[src/logic/tcac_params.svh]
// offsets, field positions, reset values for the activation control block
`ifndef TCAC_PARAMS_SVH
`define TCAC_PARAMS_SVH

// register byte offsets (word index = offset / 4)
`define TCAC_OFF_EN0 6'h00
`define TCAC_OFF_VEC 6'h18
`define TCAC_OFF_MSC 6'h1c
`define TCAC_OFF_CNT 6'h20
`define TCAC_OFF_STAT 6'h24

// number of activation enable registers, number of sources
`define TCAC_NUM_EN 6
`define TCAC_NUM_SRC 48

// field positions
`define TCAC_SWE_BIT 7
`define TCAC_STOP_BIT 6

// reset values
`define TCAC_EN_RST 8'h00
`define TCAC_VEC_RST 8'h00
`define TCAC_MSC_RST 8'h3f
`define TCAC_CNT_RST 16'h0000

// software vector table base
`define TCAC_VEC_BASE 16'h0400

// bus answers
`define TCAC_RESP_OKAY 2'b00
`define TCAC_RESP_SLVERR 2'b10

`endif

[src/logic/tcac_pkg.sv]
// types shared by the activation control block
`default_nettype none
package tcac_pkg;
    typedef enum logic {ST_IDLE, ST_RUN} tcac_state_t;
    typedef logic [5:0] tcac_src_t;
endpackage : tcac_pkg
`default_nettype wire

[src/logic/tcac_ctrl.sv]
// activation control of the transfer controller: enables, software
// activation, block counter, module stop, register slave
//
// Function
// - 16-bit block counter, decrements per block, sequence ends at zero.
// - six 8-bit activation enables, zero on reset and hardware standby.
// - enabled interrupt activates the controller, otherwise goes to CPU.
// - enable bit clears if interrupt select set or count exhausted.
// - software activation register zero on reset and hardware standby.
// - software activation enable accepts only a written one.
// - vector number writable only while software activation enable is 0.
// - enable clears on plain end, or on 0 written after end request.
// - enable stays set while running, after select set, after exhaustion.
// - vector address is 0x0400 plus vector number shifted left one.
// - module stop bit 6 halts controller after current cycle.
// - writing 1 to the stop bit is refused while operating.
// - module stop register loads 0x3f on reset and hardware standby.
// - select 0 clears source flag unless count ends; select 1 keeps it.
// - chained transfers skip end checks until the last of the chain.
// - software end with select set or exhaustion raises end request.
`timescale 1ns/10ps
`default_nettype none
`include "tcac_params.svh"
module tcac_ctrl (
    input wire logic clk_i,              // 250 MHz system clock
    input wire logic rst_i,              // sync reset, high
    input wire logic hw_standby_i,       // hardware standby pin
    input wire logic [5:0] s_axi_awaddr,  // write address
    input wire logic s_axi_awvalid,      // write address valid
    output logic s_axi_awready,          // write address ready
    input wire logic [31:0] s_axi_wdata, // write data
    input wire logic [3:0] s_axi_wstrb,  // byte enables
    input wire logic s_axi_wvalid,       // write data valid
    output logic s_axi_wready,           // write data ready
    output logic [1:0] s_axi_bresp,      // write response
    output logic s_axi_bvalid,           // write response valid
    input wire logic s_axi_bready,       // write response ready
    input wire logic [5:0] s_axi_araddr, // read address
    input wire logic s_axi_arvalid,      // read address valid
    output logic s_axi_arready,          // read address ready
    output logic [31:0] s_axi_rdata,     // read data
    output logic [1:0] s_axi_rresp,      // read response
    output logic s_axi_rvalid,           // read data valid
    input wire logic s_axi_rready,       // read data ready
    input wire logic [47:0] irq_req_i,   // source flags from irq ctrl
    input wire logic xfer_done_i,        // datapath: one block done
    input wire logic xfer_chain_i,       // chain_enable of that block
    input wire logic xfer_interrupt_select_i,       // interrupt_select of block
    output logic xfer_req_o,             // transfer under way
    output logic xfer_sw_o,              // current run is software
    output tcac_pkg::tcac_src_t xfer_src_o, // activating source
    output logic [15:0] xfer_vec_addr_o, // software vector address
    output logic [47:0] src_clear_o,     // pulse: clear source flag
    output logic [47:0] cpu_irq_o,       // requests routed to CPU
    output logic sw_end_irq_o,           // software transfer end irq
    output logic module_stopped_o        // module stop mode entered
);
    import tcac_pkg::*;

    // hardware standby passes two flops before use
    logic stby_s1;
    logic stby_s2;
    always_ff @(posedge clk_i)
    begin
        stby_s1 <= hw_standby_i;
        stby_s2 <= stby_s1;
    end
    wire clr = rst_i | stby_s2;

    // state
    tcac_state_t state;
    logic [47:0] act_en;
    logic swe;
    logic [6:0] vec;
    logic [7:0] msc;
    logic sw_end;
    logic [15:0] count;
    logic cnt_last;
    localparam logic [7:0] vec_rst = `TCAC_VEC_RST;

    // write channel: each ready drops once its item is held
    wire aw_hs = s_axi_awvalid & s_axi_awready;
    wire w_hs = s_axi_wvalid & s_axi_wready;
    wire b_hs = s_axi_bvalid & s_axi_bready;
    logic [5:0] awaddr_q;
    logic [31:0] wdata_q;
    logic [3:0] wstrb_q;
    wire do_wr = ~s_axi_awready & ~s_axi_wready & ~s_axi_bvalid;

    // write decode, one aligned word per register
    wire [3:0] wr_idx = awaddr_q[5:2];
    wire wr_en_hit = do_wr & (wr_idx < 4'd6);
    wire wr_vec = do_wr & (awaddr_q == `TCAC_OFF_VEC);
    wire wr_msc = do_wr & (awaddr_q == `TCAC_OFF_MSC);
    wire wr_cnt = do_wr & (awaddr_q == `TCAC_OFF_CNT);
    wire wr_stat = do_wr & (awaddr_q == `TCAC_OFF_STAT);
    wire wr_ok = wr_en_hit | wr_vec | wr_msc | wr_cnt | wr_stat;
    wire b0 = wstrb_q[0];
    wire [7:0] wb0 = wdata_q[7:0];

    always_ff @(posedge clk_i)
    begin
        if (rst_i)
        begin
            s_axi_awready <= 1'b1;
            s_axi_wready <= 1'b1;
            s_axi_bvalid <= 1'b0;
            s_axi_bresp <= `TCAC_RESP_OKAY;
            awaddr_q <= 6'h00;
            wdata_q <= 32'h0000_0000;
            wstrb_q <= 4'h0;
        end
        else
        begin
            if (aw_hs)
            begin
                s_axi_awready <= 1'b0;
                awaddr_q <= s_axi_awaddr;
            end
            if (w_hs)
            begin
                s_axi_wready <= 1'b0;
                wdata_q <= s_axi_wdata;
                wstrb_q <= s_axi_wstrb;
            end
            // unmapped addresses answer slverr
            if (do_wr)
            begin
                s_axi_bvalid <= 1'b1;
                s_axi_bresp <= wr_ok ? `TCAC_RESP_OKAY : `TCAC_RESP_SLVERR;
            end
            else if (b_hs)
            begin
                s_axi_bvalid <= 1'b0;
                s_axi_awready <= 1'b1;
                s_axi_wready <= 1'b1;
            end
        end
    end

    // vector address from the vector number
    wire [15:0] vec_addr = `TCAC_VEC_BASE + {8'h00, vec, 1'b0};

    // read decode
    wire [3:0] rd_idx = s_axi_araddr[5:2];
    wire [7:0] rd_en_byte = act_en[{rd_idx[2:0], 3'b000} +: 8];
    logic [31:0] rd_mux;
    logic rd_ok;
    always_comb
    begin
        rd_ok = 1'b1;
        rd_mux = 32'h0000_0000;
        if (rd_idx < 4'd6)
            rd_mux = {24'h000000, rd_en_byte};
        else if (s_axi_araddr == `TCAC_OFF_VEC)
            rd_mux = {24'h000000, swe, vec};
        else if (s_axi_araddr == `TCAC_OFF_MSC)
            rd_mux = {24'h000000, msc};
        else if (s_axi_araddr == `TCAC_OFF_CNT)
            rd_mux = {16'h0000, count};
        else if (s_axi_araddr == `TCAC_OFF_STAT)
            rd_mux = {13'h0000, state == ST_RUN, module_stopped_o,
                      sw_end, vec_addr};
        else
            rd_ok = 1'b0;
    end

    // read channel, single outstanding
    wire ar_hs = s_axi_arvalid & s_axi_arready;
    always_ff @(posedge clk_i)
    begin
        if (rst_i)
        begin
            s_axi_arready <= 1'b1;
            s_axi_rvalid <= 1'b0;
            s_axi_rdata <= 32'h0000_0000;
            s_axi_rresp <= `TCAC_RESP_OKAY;
        end
        else if (ar_hs)
        begin
            s_axi_arready <= 1'b0;
            s_axi_rvalid <= 1'b1;
            s_axi_rdata <= rd_mux;
            s_axi_rresp <= rd_ok ? `TCAC_RESP_OKAY : `TCAC_RESP_SLVERR;
        end
        else if (s_axi_rvalid & s_axi_rready)
        begin
            s_axi_rvalid <= 1'b0;
            s_axi_arready <= 1'b1;
        end
    end

    // lowest enabled source wins, fixed default priority
    function automatic logic [5:0] pick_src(input logic [47:0] p);
        logic [5:0] r;
        r = 6'h00;
        for (int i = 47; i >= 0; i--)
            if (p[i])
                r = 6'(i);
        return r;
    endfunction : pick_src

    wire stop = msc[`TCAC_STOP_BIT];
    // a flag being cleared this cycle must not start a second run
    wire [47:0] pend = irq_req_i & act_en & ~src_clear_o;
    wire idle = (state == ST_IDLE);
    wire start_int = idle & ~stop & (|pend);
    wire start_sw = idle & ~stop & ~(|pend) & swe & ~sw_end;
    wire [5:0] next_src = pick_src(pend);

    // end of a sequence; chained blocks carry no end actions
    wire run_end = (state == ST_RUN) & xfer_done_i & ~xfer_chain_i;
    wire exhausted = cnt_last;
    wire keep = ~xfer_interrupt_select_i & ~exhausted;
    wire int_end = run_end & ~xfer_sw_o;
    wire sw_fin = run_end & xfer_sw_o;

    // block counter
    wire [15:0] cnt_load = {wstrb_q[1] ? wdata_q[15:8] : count[15:8],
                            b0 ? wb0 : count[7:0]};
    tcac_blk_cnt u_cnt (
        .clk_i(clk_i),
        .rst_i(clr),
        .load_i(wr_cnt),
        .load_val_i(cnt_load),
        .dec_i((state == ST_RUN) & xfer_done_i),
        .count_o(count),
        .last_o(cnt_last)
    );

    // sequence state; a stop cannot land mid run since it is refused
    always_ff @(posedge clk_i)
    begin
        if (clr)
            state <= ST_IDLE;
        else if (start_int | start_sw)
            state <= ST_RUN;
        else if (run_end)
            state <= ST_IDLE;
    end

    // transfer request outputs
    always_ff @(posedge clk_i)
    begin
        if (clr)
        begin
            xfer_req_o <= 1'b0;
            xfer_sw_o <= 1'b0;
            xfer_src_o <= 6'h00;
            xfer_vec_addr_o <= 16'h0000;
        end
        else if (start_int | start_sw)
        begin
            xfer_req_o <= 1'b1;
            xfer_sw_o <= start_sw;
            xfer_src_o <= next_src;
            xfer_vec_addr_o <= vec_addr;
        end
        else if (run_end)
            xfer_req_o <= 1'b0;
    end

    // activation enables: hw clear, then software byte write on top
    logic [47:0] next_act_en;
    always_comb
    begin
        next_act_en = act_en;
        if (int_end & ~keep)
            next_act_en[xfer_src_o] = 1'b0;
        if (wr_en_hit & b0)
            next_act_en[{wr_idx[2:0], 3'b000} +: 8] = wb0;
    end
    always_ff @(posedge clk_i)
    begin
        if (clr)
            act_en <= {`TCAC_NUM_EN{`TCAC_EN_RST}};
        else
            act_en <= next_act_en;
    end

    // source flag clear and CPU routing
    always_ff @(posedge clk_i)
    begin
        if (clr)
        begin
            src_clear_o <= 48'h0000_0000_0000;
            cpu_irq_o <= 48'h0000_0000_0000;
        end
        else
        begin
            src_clear_o <= (int_end & keep) ? (48'h1 << xfer_src_o)
                                            : 48'h0;
            cpu_irq_o <= irq_req_i & ~act_en;
        end
    end

    // software activation register
    wire swe_clr_wr = wr_vec & b0 & ~wb0[`TCAC_SWE_BIT] & sw_end;
    always_ff @(posedge clk_i)
    begin
        if (clr)
        begin
            swe <= vec_rst[`TCAC_SWE_BIT];
            vec <= vec_rst[6:0];
        end
        else
        begin
            if (wr_vec & b0 & ~swe)
                vec <= wb0[6:0];
            if (wr_vec & b0 & wb0[`TCAC_SWE_BIT])
                swe <= 1'b1;
            else if ((sw_fin & keep) | swe_clr_wr)
                swe <= 1'b0;
        end
    end

    // software end request: the end event wins over a same-cycle clear
    always_ff @(posedge clk_i)
    begin
        if (clr)
            sw_end <= 1'b0;
        else if (sw_fin & ~keep)
            sw_end <= 1'b1;
        else if (swe_clr_wr)
            sw_end <= 1'b0;
    end
    assign sw_end_irq_o = sw_end;

    // module stop register; stop bit refused while a run is open
    wire stop_refuse = ~idle & wb0[`TCAC_STOP_BIT];
    always_ff @(posedge clk_i)
    begin
        if (clr)
            msc <= `TCAC_MSC_RST;
        else if (wr_msc & b0)
        begin
            msc <= wb0;
            if (stop_refuse)
                msc[`TCAC_STOP_BIT] <= msc[`TCAC_STOP_BIT];
        end
    end

    // stopped once idle with the stop bit set
    always_ff @(posedge clk_i)
    begin
        if (clr)
            module_stopped_o <= 1'b0;
        else
            module_stopped_o <= stop & idle;
    end
endmodule : tcac_ctrl
`default_nettype wire

[src/logic/tcac_blk_cnt.sv]
// block transfer down counter with byte-wise software load
`timescale 1ns/10ps
`default_nettype none
`include "tcac_params.svh"
module tcac_blk_cnt (
    input wire logic clk_i,          // system clock
    input wire logic rst_i,          // sync reset, high
    input wire logic load_i,         // software load strobe
    input wire logic [15:0] load_val_i, // merged load value
    input wire logic dec_i,          // one block finished
    output logic [15:0] count_o,     // current count
    output logic last_o              // count is one
);
    // zero means 65536 blocks; wraps to ffff on the first block
    assign last_o = (count_o == 16'h0001);

    // software load wins over a decrement in the same cycle
    always_ff @(posedge clk_i)
    begin
        if (rst_i)
            count_o <= `TCAC_CNT_RST;
        else if (load_i)
            count_o <= load_val_i;
        else if (dec_i)
            count_o <= count_o - 16'h0001;
    end
endmodule : tcac_blk_cnt
`default_nettype wire

[config.mk]
export PLATFORM = sky130hd
export DESIGN_NAME = tcac_ctrl
export DESIGN_NICKNAME = d
export VERILOG_FILES = /design/src/logic/tcac_pkg.sv /design/src/logic/tcac_ctrl.sv /design/src/logic/tcac_blk_cnt.sv
export VERILOG_INCLUDE_DIRS = /design/src /design/src/logic
export SDC_FILE = /design/constraint.sdc
export NUM_CORES = 1
export LEC_CHECK = 0
export BUFFER_PORTS_ARGS = -buffer_cell sky130_fd_sc_hd__buf_2
export CORE_UTILIZATION = 53
export DETAILED_ROUTE_END_ITERATION = 12
export PLACE_DENSITY = 0.78
export SETUP_SLACK_MARGIN = 0.3
export SLEW_MARGIN = 5
export SYNTH_ARGS = -nofsm -noshare
export SYNTH_HDL_FRONTEND = slang
export SYNTH_SLANG_ARGS = --single-unit
[constraint.sdc]
create_clock -name clk_i -period 2.66 [get_ports clk_i]
set_input_delay 0.399 -clock clk_i [delete_from_list [all_inputs] [get_ports clk_i]]
set_output_delay 0.399 -clock clk_i [all_outputs]
set_load 0.02 [all_outputs]
==> flow_summary.yaml, run 1 <==
hold_path:
  min_from: "s_axi_wvalid"
  hp-class: "input port to flip-flop"
  hold_end: "s_axi_wready"
  hold_depth: 2
timing:
  worst_clock_skew_ps: 10.8
  fmax_ghz: 0.418
  period_minus_slack_ps: 2390
  finalCritPeriodShare: 0.899
  rsz0062_at_grt: "true"
  slew_headroom: 0.564
  finalSetupViolCount: 0
  setup_tns_ps: 0
  worst_pin_slew_ps: 648
  maxSlewViolCount: 0
  final_hold_viol_count: 0
  hold-worst-slack_ps: 91.3
  setup_ws_ps: 269
synth:
  yosysSeqAreaShare: 0.464
  async_reset_ff_frac: 0
  synth_cells: 1189
  yosysWarnings: 0
  synth_top_area_share: 0.464
  synth_cell_types: 89
  synthTopCellsByArea: "dfxtp_1 (46%), nand2_1 (5.2%), nor2_1 (4.7%)"
  netlist_area_sq_um: 10600
  synth_edf_count: 0
  synth_top_area_cell: "dfxtp_1"
  synth.avg_cell_area_sq_um: 8.92
  ys_ff_latch: 246
  synth_flop_cell: "dfxtp_1"
power_and_ir_drop:
  switching_share: 0.231
  finalPower_mw: 7.80
  p_comb_frac: 0.063
  p_switching_mw: 1.80
  pwr-share-seq: 0.488
  leakage_nw: 5.76
  peakVddDrop_uv: 404
  p_int_mw: 6.00
  power_frac_clock: 0.448
  power.density_nw_per_um2: 587
setup_path:
  path_cells: "and3b_2 -> o21ba_4 -> or4bb_4 -> o41ai_4 -> buf_6 -> buf_12 -> nor4_1 -> a32o_1"
  rr_endpoint: "xfer_src_o[2]"
  critPathTopFamily: "compound AO/OA/AOI/OAI gates"
  cp-start-kind: "flip-flop"
  arrival_ps: 2800
  path_class: "flip-flop to flip-flop"
  r2r_slack_ps: 270
  slowest_delay_ps: 540
  crit_buf_inv: 2
  slowest_stage: "or4bb_4"
  r2r-start: "act_en[43]"
  crit_required_ps: 3070
  cp_max_fo: 5
  critPathCaptureType: "flip-flop"
  r2r_cells: 8
placement:
  port_buffers: 228
  placed_area_sq_um: 12200
  dp.cells: 1688
  dp_slack_ps: -39.3
  hpwlAfterDp_um: 27000
  gp_congestion: 1.01
floorplan:
  ioPinCount: 270
  die_w_um: 143
  rows: 51
  core_sq_um: 19500
  die_h_um: 143
  start_util: 0.543
  dieArea_sq_um: 20600
cts:
  clkTransAtPathRegs_ps: 60
  clkLatencyLatePin_ps: 520
  cts_tree: "done"
  clkSinkCount: 246
  htreeDepth: 1
  clockBufferDepth: 3
  cts_buffers: 25
  root_buffer: "clkbuf_16"
routing:
  remaining_drc_errors: 0
  wl_per_cell_um: 20.7
  via_per_inst: 5.95
  firstDrtPassIters: 6
  drt_iter0_drc: 981
  drt_wl_total_um: 36100
  ant_nets: 0
  num_vias: 10400
grt:
  grt_pass1_wl_um: 53600
  grt_pass1_vias: 9290
  grt_usage: 0.344
  antenna_found_initial: 0
  grt_max_degree: 50
  gr-total-overflow: 0
finish:
  antenna_cells: 0
  final_cells: 1746
  area_delta_synth_final_pct: 25.5
  n_fill_cell: 1609
  drive_above_1_share: 0.281
  fin_nets: 1577
  fin_util: 0.681
  fin_area_sq_um: 13300
run_status:
  status: "completed"
flow_run:
  maxCapViolCount: 0
-- Yosys cell counts, types with 9 or more instances --
cell	number
o22ai_1	25
nand4_1	12
dfxtp_1	246
nand3b_1	38
mux2i_1	34
o221ai_1	9
nor3b_1	49
nor3_1	24
nand3_1	38
nor2_1	132
clkbuf_1	40
o211ai_1	10
buf_4	23
and2_1	11
inv_1	15
o21ai_0	54
a32o_1	17
nand2_1	147
a21oi_1	71
-- layout by cell type, fill, tap and decap left out, types with 9 or more instances in the layout --
master | Yosys | routed
a32o_1 | 17 | 17
nor3_1 | 24 | 22
inv_1 | 15 | 15
clkbuf_8 | 0 | 9
conb_1 | 1 | 23
o211ai_1 | 10 | 10
buf_4 | 23 | 74
o21ai_0 | 54 | 53
nand3b_1 | 38 | 38
a21oi_1 | 71 | 71
buf_2 | 7 | 228
nand2_1 | 147 | 146
dfxtp_1 | 246 | 242
o221ai_1 | 9 | 9
and2_1 | 11 | 10
o22ai_1 | 25 | 25
mux2i_1 | 34 | 34
nor3b_1 | 49 | 49
nor2_1 | 132 | 127
nand4_1 | 12 | 12
nand3_1 | 38 | 38
clkbuf_16 | 0 | 27
-- power by group through the flow --
| stage | clock [mW] | combinational (mW) | sequential, mW |
|---|---|---|---|
| 3_3_place_gp | 0 | 0.473 | 3.89 |
| 2_1_floorplan | 0 | 0.291 | 3.92 |
| 3_5_place_dp | 0 | 0.481 | 3.89 |
| 5_1_grt | 3.69 | 0.537 | 3.82 |
| 6_report | 3.50 | 0.494 | 3.81 |
| 4_1_cts | 3.53 | 0.485 | 3.81 |
-- logic make-up (layout without fill, tap and decap cells) --
logic type,count (synthesis),after routing,share of synthesized area
and+or+nand+nor,525,525,0.257
AOI/OAI and AO/OA,258,258,0.161
DFF,246,246,0.464
buffers and inverters,100,370,0.0487
muxes,50,50,0.0576
adders and majority gates,7,7,0.00826
xor gates and xnor gates,2,2,0.00165
other,1,23,0.000354
-- worst register-to-register path: stages, from the launching register on --
cell and delay, ps:
dfxtp_4 360, and3b_2 220, o21ba_4 220, or4bb_4 540
o41ai_4 360, buf_6 180, buf_12 120, nor4_1 50
a32o_1 240
-- final cells by class --
class                   instances  area [sq um]  area share
multi-input cells             865          5350       0.402
flip-flops and latches        246          4930       0.371
repair buffers                308          1810       0.136
clock buffers                  40           772      0.0580
well taps                     265           332      0.0249
inverters                      17          63.8     0.00480
clock inverters                 5          50.0     0.00376
-- how the worst max path moves through the flow --
stage                     cells past startpoint             to       startpoint  slack [ps]
after floorplan                               9     act_en[46]      awaddr_q[2]         300
after global placement                        9  xfer_src_o[2]    irq_req_i[31]          80
after detailed placement                      9  xfer_src_o[2]    irq_req_i[31]         -40
after CTS                                     8  xfer_src_o[2]  src_clear_o[30]         290
after global routing                          8  xfer_src_o[2]       act_en[43]         240
final                                         8  xfer_src_o[2]       act_en[43]         270
-- registers in the layout, indices dropped and copies added (netlist names), 2 cells and up --
signal,flops
msc,8
vec,7
cpu_irq_o,48
act_en,48
wstrb_q,2
xfer_src_o,6
wdata_q,16
s_axi_rdata,19
awaddr_q,6
u_cnt.count_o,16
xfer_vec_addr_o,8
src_clear_o,48
-- per-layer routing --
layer  up-vias  GRT usage  wire [um]
met4         0      0.129       1370
met5         -          0          0
met3        94     0.0706       3770
met1      4911      0.471      14900
met2       597      0.534      16100
li1       4784          -          -
-- what timing repair did --
item,in CTS,in global routing
hold buffers,1,0
gates resized for setup,5,25
cloned,0,2
setup endpoints to repair,17,96
pin swaps,0,8
endpoints found under the hold margin,1,0
buffers inserted,1,9
Power figures use the tool's default switching activity.
==> run 2: changes to the inputs <==
--- a/config.mk
+++ b/config.mk
@@ -7,6 +7,7 @@
 export NUM_CORES = 1
 export LEC_CHECK = 0
 export BUFFER_PORTS_ARGS = -buffer_cell sky130_fd_sc_hd__buf_2
+export CORE_ASPECT_RATIO = 1.25
 export CORE_UTILIZATION = 53
 export DETAILED_ROUTE_END_ITERATION = 12
 export PLACE_DENSITY = 0.78
==> run 2 against run 1 <==
Net effect:
- die area about the same
- first-iteration DRC count unchanged
- clock skew increased by 1.8 ps
- final cell count unchanged
- combinational power increased by 0.8%
- sequential power about the same
- non-clock buffer count increased by 2
- via count increased by 0.74%
- count of clock-buffer cells in the layout decreased by 8
- cell area increased by 0.24%
- fmax decreased by 0.68%
==> flow_summary.yaml, run 2 (synthesized netlist as in run 1, its figures left out) <==
placement:
  hpwlAfterDp_um: 27200
  dp.cells: 1687
  gp_congestion: 1.00
  placed_area_sq_um: 12200
  port_buffers: 228
timing:
  worst_clock_skew_ps: 12.6
  rsz0062_at_grt: "true"
  final_hold_viol_count: 0
  maxSlewViolCount: 0
  finalCritPeriodShare: 0.905
  period_minus_slack_ps: 2410
  worst_pin_slew_ps: 603
  slew_headroom: 0.594
  finalSetupViolCount: 0
  fmax_ghz: 0.415
finish:
  top_regs: "act_en: 48 flops, cpu_irq_o: 48 flops, src_clear_o: 48 flops"
  layout_common_cells: "dfxtp_1 (241), buf_2 (228), nand2_1 (143)"
  multiInputGateArea_sq_um: 5400
  n_fill_cell: 1637
  fin_area_sq_um: 13300
  fin_nets: 1579
  fin_util: 0.683
  final_cells: 1746
  final_common_cell: "dfxtp_1"
  area_delta_synth_final_pct: 25.8
  drive_above_1_share: 0.286
  seq_area_sq_um: 4930
floorplan:
  ioPinCount: 270
  core_sq_um: 19500
  dieArea_sq_um: 20600
  start_util: 0.543
  die_w_um: 129
  rows: 57
  die_h_um: 160
power_and_ir_drop:
  switching_share: 0.230
  p_int_mw: 6.11
  pwr-share-seq: 0.480
  peakVddDrop_uv: 443
  power_frac_clock: 0.457
  leakage_nw: 5.73
  p_switching_mw: 1.82
  power.density_nw_per_um2: 595
  p_comb_frac: 0.063
hold_path:
  hold_end: "s_axi_wready"
  hold_depth: 2
  hp-class: "input port to flip-flop"
  min_from: "s_axi_wvalid"
setup_path:
  slowest_stage: "o41ai_4"
  r2r_cells: 9
  path_class: "flip-flop to flip-flop"
  startpoint: "src_clear_o[30]"
  path_cells: "and3b_2 -> nor4bb_4 -> and2b_2 -> nand4_1 -> o41ai_4 -> buf_4 -> buf_6 -> nor4_4 -> a32o_1"
  critPathCaptureType: "flip-flop"
  cp_max_fo: 6
  r2r_slack_ps: 250
  arrival_ps: 2820
  crit_required_ps: 3070
  cp-start-kind: "flip-flop"
  rr_endpoint: "xfer_src_o[2]"
  r2r-start: "src_clear_o[30]"
  slowest_delay_ps: 370
grt:
  grt_usage: 0.355
  grt_pass1_wl_um: 55700
  grt_max_degree: 50
  antenna_found_initial: 0
  grt_pass1_vias: 9871
  gr-total-overflow: 0
routing:
  num_vias: 10500
  firstDrtPassIters: 6
  remaining_drc_errors: 0
  wl_per_cell_um: 21.2
  drt_wl_total_um: 37100
  ant_nets: 0
  drt_iter0_drc: 981
  via_per_inst: 5.99
cts:
  root_buffer: "clkbuf_16"
  clockBufferDepth: 3
  htreeDepth: 1
  clkSinkCount: 246
  clkTransAtPathRegs_ps: 60
  cts_tree: "done"
  cts_buffers: 24
  clkLatencyLatePin_ps: 530
flow_run:
  maxCapViolCount: 0
run_status:
  status: "completed"
run 2: cell count changes in the layout (fill, tap and decap cells not counted), sizes merged:
cell / delta
diode: +1
clkbuf: -10
clkinv: -1
bufinv: +3
buf: +4
clkinvlp: +2
nand2b: +1
run 2: power groups by stage:
stage | Combinational, mW | Sequential, mW | Clock, mW
after CTS | 0.489 | 3.81 | 3.63
final | 0.498 | 3.81 | 3.63
after global routing | 0.541 | 3.82 | 3.81
after detailed placement | 0.484 | 3.89 | 0
after floorplan | 0.291 | 3.92 | 0
after global placement | 0.477 | 3.89 | 0
run 2: final cells by class:
cell class | instances | area share
Inverter | 17 | 0.00478
Antenna cell | 1 | 0.000188
Sequential cell | 246 | 0.370
Clock inverter | 9 | 0.0115
Tap cell | 265 | 0.0249
Clock buffer | 32 | 0.0511
Multi-Input combinational cell | 866 | 0.405
Timing Repair Buffer | 310 | 0.133
run 2: worst max-delay path, delay by kind of cell, from the launching register on:
family                 cells  cell delay (ps)
DFF                        1              320
buffers and inverters      2              330
and+or+nand+nor            5             1060
AOI/OAI and AO/OA          2              600
run 2: metal layers:
layer / global-route usage / vias up / wire, um / share of wire
met4: 0.252 / 0 / 3130 / 0.084
met5: 0 / - / 0 / 0
met2: 0.592 / 635 / 17400 / 0.47
li1: - / 4788 / - / -
met3: 0.0590 / 200 / 3330 / 0.090
met1: 0.411 / 4840 / 13200 / 0.36
run 2: per-stage QoR:
stage	total power, mW	setup WS [ps]	hold WS (ps)	TNS (ps)
2_1_floorplan	4.21	303	310	0
3_3_place_gp	4.37	50.5	317	0
3_5_place_dp	4.38	-23.7	319	-97.8
4_1_cts	7.93	287	94.3	0
5_1_grt	8.17	172	116	0
6_report	7.94	252	91.4	0
run 2: timing repair:
action / in CTS / in global routing
gates cloned: 0 / 2
endpoints found under the setup margin: 28 / 102
hold buffers: 1 / 0
resized for setup: 4 / 40
setup buffers: 4 / 10
pin swaps: 1 / 11
hold endpoints to repair: 1 / 0
run 2: how the worst max path moves through the flow:
stage | to | slack, ps | depth (start not counted)
floorplan | act_en[46] | 300 | 9
global placement | xfer_src_o[2] | 50 | 9
detailed placement | xfer_vec_addr_o[1] | -20 | 9
CTS | xfer_vec_addr_o[1] | 290 | 7
global route | xfer_src_o[4] | 170 | 11
finish | xfer_src_o[2] | 250 | 9
